==> src/pcs_pkg.sv <==
package pcs_pkg;

   localparam int PC_W = 13;
   localparam int LO_W = 8;
   localparam int TGT_W = 11;
   localparam int STK_DEPTH = 8;
   localparam int STK_IDX_W = 3;
   localparam int REG_ADDR_W = 8;

   localparam logic [REG_ADDR_W-1:0] REG_ADDR_LOW = 8'h00;
   localparam logic [REG_ADDR_W-1:0] REG_ADDR_LATCH = 8'h01;

   localparam logic [LO_W-1:0] LATCH_RST = 8'h00;
   localparam logic [LO_W-1:0] RDATA_ZERO = 8'h00;
   localparam logic [PC_W-1:0] PC_RST = 13'h0000;
   localparam logic [PC_W-1:0] PC_ONE = 13'h0001;
   localparam logic [PC_W-1:0] IRQ_VECTOR = 13'h0004;
   localparam logic [STK_IDX_W-1:0] STK_IDX_RST = 3'h0;
   localparam logic [STK_IDX_W-1:0] STK_IDX_ONE = 3'h1;

   // latch field positions
   localparam int LATCH_PAGE_BIT = 3;
   localparam int LATCH_LOW_HI_MSB = 3;

   typedef enum logic [2:0] {
      PCS_OP_HOLD = 3'h0,
      PCS_OP_STEP = 3'h1,
      PCS_OP_IRQ = 3'h2,
      PCS_OP_CALL = 3'h3,
      PCS_OP_JUMP = 3'h4,
      PCS_OP_RET = 3'h5,
      PCS_OP_WRLO = 3'h6
   } pcs_op_t;

   // bit 12 stays zero: the upper latch bit is ignored on a 4K part
   function automatic logic [PC_W-1:0] pcs_page_addr(
      input logic [LO_W-1:0] latch,
      input logic [TGT_W-1:0] target
   );
      pcs_page_addr = {1'b0, latch[LATCH_PAGE_BIT], target};
   endfunction : pcs_page_addr

   function automatic logic [PC_W-1:0] pcs_low_load(
      input logic [LO_W-1:0] latch,
      input logic [LO_W-1:0] data
   );
      pcs_low_load = {1'b0, latch[LATCH_LOW_HI_MSB:0], data};
   endfunction : pcs_low_load

endpackage : pcs_pkg

==> src/pcs_sequencer.sv <==
`timescale 1ns/1ps
module pcs_sequencer (
   input wire logic sys_clk,
   input wire logic rst_n,
   input wire logic cyc_en,
   input wire logic jump_req,
   input wire logic call_req,
   input wire logic ret_req,
   input wire logic irq_ack,
   input wire logic [pcs_pkg::TGT_W-1:0] jump_target,
   input wire logic [pcs_pkg::REG_ADDR_W-1:0] reg_addr,
   input wire logic [pcs_pkg::LO_W-1:0] reg_wdata,
   input wire logic reg_wr,
   input wire logic reg_rd,
   output logic [pcs_pkg::LO_W-1:0] reg_rdata,
   output logic [pcs_pkg::PC_W-1:0] pc_out,
   output logic branch_taken
);

   logic rst_sync_n;

   logic [pcs_pkg::PC_W-1:0] pc_q;
   logic [pcs_pkg::PC_W-1:0] pc_d;
   logic [pcs_pkg::LO_W-1:0] latch_q;
   logic [pcs_pkg::LO_W-1:0] latch_d;
   logic [pcs_pkg::LO_W-1:0] rdata_q;
   logic [pcs_pkg::LO_W-1:0] rdata_d;
   logic taken_q;
   logic taken_d;

   pcs_pkg::pcs_op_t op;
   logic sel_low;
   logic sel_latch;
   logic wr_low;
   logic wr_latch;
   logic push;
   logic pop;
   logic [pcs_pkg::PC_W-1:0] push_data;
   logic [pcs_pkg::PC_W-1:0] pop_data;
   logic [pcs_pkg::PC_W-1:0] pc_inc;

   pcs_rst_sync u_rst_sync (
      .sys_clk(sys_clk),
      .rst_n(rst_n),
      .rst_sync_n(rst_sync_n)
   );

   pcs_return_stack u_stack (
      .sys_clk(sys_clk),
      .rst_n(rst_sync_n),
      .push(push),
      .pop(pop),
      .push_data(push_data),
      .pop_data(pop_data)
   );

   // register decode
   always_comb begin
      sel_low = (reg_addr == pcs_pkg::REG_ADDR_LOW);
      sel_latch = (reg_addr == pcs_pkg::REG_ADDR_LATCH);
      wr_low = reg_wr && sel_low;
      wr_latch = reg_wr && sel_latch;
   end

   // operation select; interrupt beats every instruction action,
   // and a low-byte write replaces the plain step of that cycle
   always_comb begin
      op = pcs_pkg::PCS_OP_HOLD;
      if (cyc_en && irq_ack) begin
         op = pcs_pkg::PCS_OP_IRQ;
      end else if (cyc_en && call_req) begin
         op = pcs_pkg::PCS_OP_CALL;
      end else if (cyc_en && jump_req) begin
         op = pcs_pkg::PCS_OP_JUMP;
      end else if (cyc_en && ret_req) begin
         op = pcs_pkg::PCS_OP_RET;
      end else if (wr_low) begin
         op = pcs_pkg::PCS_OP_WRLO;
      end else if (cyc_en) begin
         op = pcs_pkg::PCS_OP_STEP;
      end
   end

   // stack control
   always_comb begin
      pc_inc = pc_q + pcs_pkg::PC_ONE;
      push = 1'b0;
      pop = 1'b0;
      push_data = pc_q;
      case (op)
         pcs_pkg::PCS_OP_IRQ: begin
            // interrupted instruction has not run yet: resume at it
            push = 1'b1;
            push_data = pc_q;
         end
         pcs_pkg::PCS_OP_CALL: begin
            push = 1'b1;
            push_data = pc_inc;
         end
         pcs_pkg::PCS_OP_RET: begin
            pop = 1'b1;
         end
         default: begin
            push = 1'b0;
            pop = 1'b0;
         end
      endcase
   end

   // program counter next value
   always_comb begin
      pc_d = pc_q;
      taken_d = 1'b0;
      case (op)
         pcs_pkg::PCS_OP_STEP: begin
            pc_d = pc_inc;
         end
         pcs_pkg::PCS_OP_IRQ: begin
            pc_d = pcs_pkg::IRQ_VECTOR;
            taken_d = 1'b1;
         end
         pcs_pkg::PCS_OP_CALL: begin
            pc_d = pcs_pkg::pcs_page_addr(latch_q, jump_target);
            taken_d = 1'b1;
         end
         pcs_pkg::PCS_OP_JUMP: begin
            pc_d = pcs_pkg::pcs_page_addr(latch_q, jump_target);
            taken_d = 1'b1;
         end
         pcs_pkg::PCS_OP_RET: begin
            // full 13 bits come back, page included
            pc_d = pop_data;
            taken_d = 1'b1;
         end
         pcs_pkg::PCS_OP_WRLO: begin
            // tables crossing a 256-word block need the latch set first
            pc_d = pcs_pkg::pcs_low_load(latch_q, reg_wdata);
            taken_d = 1'b1;
         end
         pcs_pkg::PCS_OP_HOLD: begin
            pc_d = pc_q;
         end
         default: begin
            pc_d = pc_q;
         end
      endcase
   end

   // latch changes only by software; stack actions never touch it
   always_comb begin
      latch_d = latch_q;
      if (wr_latch) begin
         latch_d = reg_wdata;
      end
   end

   // read port: upper counter byte and stack index are not mapped
   always_comb begin
      rdata_d = pcs_pkg::RDATA_ZERO;
      if (reg_rd && sel_low) begin
         rdata_d = pc_q[pcs_pkg::LO_W-1:0];
      end else if (reg_rd && sel_latch) begin
         rdata_d = latch_q;
      end
   end

   always_ff @(posedge sys_clk or negedge rst_sync_n) begin
      if (!rst_sync_n) begin
         pc_q <= pcs_pkg::PC_RST;
         taken_q <= 1'b0;
      end else begin
         pc_q <= pc_d;
         taken_q <= taken_d;
      end
   end

   // reset only for a known simulation start; software treats it as unknown
   always_ff @(posedge sys_clk or negedge rst_sync_n) begin
      if (!rst_sync_n) begin
         latch_q <= pcs_pkg::LATCH_RST;
      end else begin
         latch_q <= latch_d;
      end
   end

   always_ff @(posedge sys_clk or negedge rst_sync_n) begin
      if (!rst_sync_n) begin
         rdata_q <= pcs_pkg::RDATA_ZERO;
      end else begin
         rdata_q <= rdata_d;
      end
   end

   assign reg_rdata = rdata_q;
   assign pc_out = pc_q;
   assign branch_taken = taken_q;

endmodule : pcs_sequencer

==> src/pcs_rst_sync.sv <==
`timescale 1ns/1ps
module pcs_rst_sync (
   input wire logic sys_clk,
   input wire logic rst_n,
   output logic rst_sync_n
);

   logic meta_q;
   logic meta_d;
   logic sync_q;
   logic sync_d;

   always_comb begin
      meta_d = 1'b1;
      sync_d = meta_q;
   end

   always_ff @(posedge sys_clk or negedge rst_n) begin
      if (!rst_n) begin
         meta_q <= 1'b0;
         sync_q <= 1'b0;
      end else begin
         meta_q <= meta_d;
         sync_q <= sync_d;
      end
   end

   assign rst_sync_n = sync_q;

endmodule : pcs_rst_sync

==> src/pcs_return_stack.sv <==
`timescale 1ns/1ps
module pcs_return_stack (
   input wire logic sys_clk,
   input wire logic rst_n,
   input wire logic push,
   input wire logic pop,
   input wire logic [pcs_pkg::PC_W-1:0] push_data,
   output logic [pcs_pkg::PC_W-1:0] pop_data
);

   // entries live only here, no address decode reaches them
   logic [pcs_pkg::PC_W-1:0] mem_q [pcs_pkg::STK_DEPTH];
   logic [pcs_pkg::STK_IDX_W-1:0] idx_q;
   logic [pcs_pkg::STK_IDX_W-1:0] idx_d;
   logic [pcs_pkg::STK_IDX_W-1:0] top_idx;

   // index wraps silently, nothing flags overflow or underflow
   always_comb begin
      top_idx = idx_q - pcs_pkg::STK_IDX_ONE;
      idx_d = idx_q;
      if (push) begin
         idx_d = idx_q + pcs_pkg::STK_IDX_ONE;
      end else if (pop) begin
         idx_d = top_idx;
      end
   end

   always_ff @(posedge sys_clk or negedge rst_n) begin
      if (!rst_n) begin
         idx_q <= pcs_pkg::STK_IDX_RST;
      end else begin
         idx_q <= idx_d;
      end
   end

   // no reset on the array: contents are don't-care until pushed
   always_ff @(posedge sys_clk) begin
      if (push) begin
         mem_q[idx_q] <= push_data;
      end
   end

   assign pop_data = mem_q[top_idx];

endmodule : pcs_return_stack

==> config.mk <==
export PLATFORM = sky130hd
export DESIGN_NAME = pcs_sequencer
export DESIGN_NICKNAME = d
export VERILOG_FILES = /design/src/pcs_pkg.sv /design/src/pcs_sequencer.sv /design/src/pcs_rst_sync.sv /design/src/pcs_return_stack.sv
export SDC_FILE = /design/constraint.sdc
export NUM_CORES = 1
export LEC_CHECK = 0
export ABC_AREA = 1
export BUFFER_PORTS_ARGS = -buffer_cell sky130_fd_sc_hd__buf_4
export CAP_MARGIN = 20
export CORE_ASPECT_RATIO = 1.5
export CORE_MARGIN = 2
export CORE_UTILIZATION = 56
export CTS_BUF_LIST = sky130_fd_sc_hd__clkbuf_8
export CTS_CLUSTER_DIAMETER = 40
export CTS_CLUSTER_SIZE = 28
export DETAILED_ROUTE_END_ITERATION = 12
export GPL_TIMING_DRIVEN = 0
export PLACE_DENSITY = 0.84
export SYNTH_ARGS = -nofsm -noshare
export SYNTH_HDL_FRONTEND = slang
export SYNTH_HIERARCHICAL = 1
export SYNTH_SLANG_ARGS = --single-unit
==> constraint.sdc <==
create_clock -name sys_clk -period 1.05 [get_ports sys_clk]
set_clock_uncertainty 0.05 [all_clocks]
set_input_delay 0 -clock sys_clk [delete_from_list [all_inputs] [get_ports sys_clk]]
set_output_delay 0 -clock sys_clk [all_outputs]
set_load 0.005 [all_outputs]
==> results.md <==
- Status: complete, but fails checks
- Failing checks: negative hold slack, negative setup slack
- Cell with the most instances after synthesis: nand2_1
- Unrepaired setup endpoints after global routing: true
- N_diodes: 0
- Grt total ovfl: 0
- Antenna viol nets, final: 0
- DIE AREA: between 10,000 and 15,000 um2
- Hold Crit Class: input pin to flop
- Total GRT Usage: about a third
- Final Slew Violations: 0
- Nets: ~960
- Delay-heaviest family, CP: buffers and inverters
- Initial DRT Pass Iterations: 7
- Clock Tree Buf Depth: 2
- Top cells by count, synth: 282 x nand2_1, 135 x inv_1, 104 x edfxtp_1, 72 x nand3_1, 35 x dfrtp_1
- Most area-hungry cell type in the Yosys netlist: edfxtp_1
- Die width: ~95 um
- Synth Register Bits: around 140
- Hold Vio Cnt, Final: 5
- Worst vdd ir: ~1.7 mV
- Yosys cell types: 35
- Fmax achieved: 0.448 GHz
- DRC errors left: 0
- Vias: ~6,500
- Routed WL: around 24,000 um
- Worst skew pair latency: 470 ps
- CP max FO: 5
- Xor and xnor area share after synthesis: 1.51%
- Tmin final: roughly 2200 ps
- First-pass GRT wire length: between 30,000 and 40,000 um
- TritonCTS clock tree: built
- Mean Syn Cell Area: ~8.9 um2
- Synth Area in Simple Gates: between 20% and 30%
- Initial antenna violation count: 0
- Largest family of logic cells by synthesized area: simple AND/OR/NAND/NOR gates
- Syn Nets: just over 800
- Port buffer count: 56
- Worst-margin pin slew: slightly below 800 ps
- Die H: ~140 um
- GP Congestion: 0.950
- Slowest stage delay, CP: 380 ps
- Crit path DAT: around 2500 ps
- Grt met2 use: 62.0%
- Number of max-cap violations: 0
- Critical path class: flop to flop
- Wire length per cell: approximately 22 um
- Compound-Gate Fraction of Synth Area: approximately 2.5%
- # IOs: a little under 60
- Post-synthesis adder-cell area fraction: less than 1%
- DR vias/cell: 6.00
- Seq/Total Area, Yosys: between 50% and 60%
- CORE AREA: roughly 12,000 um2
- Clock H-tree levels: 4
- CP max stage cell: dfrtp_1
- Clock buffer count from CTS: 17
- Synth top area share: between 40 and 50%
- Drt initial violations: between 700 and 800
- Worst Path Buf+Inv: 5
- Primary FF master, synth: edfxtp_1
- Post-synth EDFFs: between 100 and 150
- Post-Route Hold Slack: -140 ps
- Synth-to-Final Area Change: 36.0%
- Initial Util: ~57%
- CP dominant cell by count: nand2_1
- Grt met3 use: about 7.0%
- Vias in the first global route: around 6,600
- Site Rows: just under 50
- Mux share of post-synthesis cell area: 1.15%
- Clk slew on worst S/H paths: 80 ps
- Post-Place Cells: 986
- Synth Instances: 777
- Final worst path period share: 213%
- Share of layout cells above drive strength 1: approximately 30%
- Root Buffer: clkbuf_8
- Post-route insts no fill: roughly 1,100
- P_leak: around 4.3 nW
- Synth area leaders: edfxtp_1 45%, nand2_1 15%, dfrtp_1 13%
- Sink Count: between 100 and 150
- Layout filler cell count: about 680
- Overall power: ~0.027 W
- DPL Wire Length: between 10,000 and 15,000 um
- Post-Synthesis Cell Area: 6880 um2
- CP required: about 1400 ps
- Setup ws final: -1180 ps
- Busiest grt layer: met2
- Setup-failing EPs final: roughly 240
- Slew margin rel.: a little under half
- Cell Pwr Density: around 2900 nW/um2
- Hold Buf Count CTS: 24
- YS warnings: 6
- Worst setup EP type: flop
- Async set or reset register ratio after synthesis: ~25%
- Met1 Use GR: 34.9%
- Largest net degree at the start of global routing: 34
- Crit-path cells: buf_6 -> inv_8 -> buf_12 -> ha_4 -> inv_12 -> buf_8 -> nand3_2 -> nand2_1 -> nand2_1 -> nand2_2 -> a221oi_4 -> nand3_1 -> nand2_1 -> o21ai_1
- Startpoint types: flop
## routing by layer
metal,part of all wire (%),up-vias
met1,30,2969
li1,-,2745
met5,0,-
met3,8.8,209
met4,9.8,0
met2,51,581
## kinds of logic (layout without fill, tap and decap cells)
group | Yosys count | in the layout
compound gates | 32 | 32
xor+xnor | 11 | 11
fa+ha+maj | 3 | 3
buf+inv | 172 | 326
flops | 139 | 139
mux | 7 | 7
other cells | 1 | 1
simple gates | 412 | 412
## final timing paths
check | endpoint | startpoint | cells past startpoint | slack (ps)
worst max-delay path | pc_out[2]$_DFFE_PN0P_ | u_stack/idx_q[0]$_DFFE_PN0P_ | 14 | -1180
worst min-delay path | branch_taken$_DFF_PN0_ | irq_ack | 3 | -140
worst max register to register | pc_out[2]$_DFFE_PN0P_ | u_stack/idx_q[0]$_DFFE_PN0P_ | 14 | -1180
worst min register to register | pc_out[1]$_DFFE_PN0P_ | u_rst_sync/rst_sync_n$_DFF_PN0_ | 0 | 300
max in group asynchronous | pc_out[6]$_DFFE_PN0P_ | u_rst_sync/rst_sync_n$_DFF_PN0_ | 0 | 100
min in group asynchronous | pc_out[1]$_DFFE_PN0P_ | u_rst_sync/rst_sync_n$_DFF_PN0_ | 0 | 300
## placed cells by master, fill, tap and decap left out, types with 2 or more instances in the layout
cell           Yosys  routed
o21ai_0           22       9
xor2_2             0       2
nand2_8            0       2
nand2_1          282     255
bufinv_16          0       4
xor2_1            10       5
mux2_2             7       7
buf_2             12       7
edfxtp_1         104     104
o21ai_1            3       3
clkinvlp_4         0       3
o22ai_1            2       2
nand3_1           72      45
nor2_2             3       3
clkinv_1           1       4
clkbuf_8           0      17
ha_4               0       2
buf_6              4      14
inv_2              8       9
clkinv_4           0       2
nor3_4             0       2
dlygate4sd3_1      0      24
buf_4             10      83
dfrtp_2            0       7
dfrtp_1           35      28
inv_1            135     133
xor2_4             0       3
nand4_1           22      22
buf_8              0       8
nand2_2            3      28
nand3_4            2       5
o21ai_4            0       9
nand3_2            0      24
o21ai_2            0       4
nor2_1            22      12
buf_12             0      11
clkinv_2           0       3
nor2_4             0      10
## through the flow
step                utilization [%]  setup TNS, ps  instance area, um2  setup WS, ps  hold slack [ps]
floorplan                         -         -98410                7120          -890             -346
global placement               64.3        -168960                7730         -1280             -266
detailed placement             64.3        -178270                7730         -1310             -267
CTS                            75.7        -134710                9090         -1070             -145
global route                   77.9        -156030                9360         -1260             -137
finish                         77.9        -148360                9360         -1180             -140
## layout make-up
type	instances	area (um2)	share of cell area (%)
clock inverters	15	181	1.94
inverters	145	569	6.08
plain buffers	26	249	2.66
repair buffers	123	1180	12.6
clock buffers	17	234	2.50
well taps	153	191	2.04
multi-input cells	466	2750	29.4
flip-flops and latches	139	4010	42.8
## where the power goes
part / switching, W / total [W] / internal, W / leakage, nW
clock network: 0.00221 / 0.00475 / 0.00254 / 0.207
logic: 0.00887 / 0.0143 / 0.00548 / 2.74
registers: 0.000661 / 0.00792 / 0.00726 / 1.40
total: 0.0117 / 0.0270 / 0.0153 / 4.35
## sequential cells by signal, indices dropped and copies added (netlist names)
name,flops
u_rst_sync/rst_sync_n,1
reg_rdata,8
u_stack/mem_q,104
latch_q,8
branch_taken,1
u_rst_sync/meta_q,1
u_stack/idx_q,3
pc_out,13
## repair_timing
item,CTS,global route
gates cloned,1,0
buffers inserted,37,6
pin swaps,42,48
setup endpoints to repair,237,265
resized for setup,62,58
hold endpoints to repair,30,3
## tightest hold or removal path: stages
cell     delay, ps
buf_4           90
nand2_2        100
nand3_4        140
(Power assumes the default switching activity.)
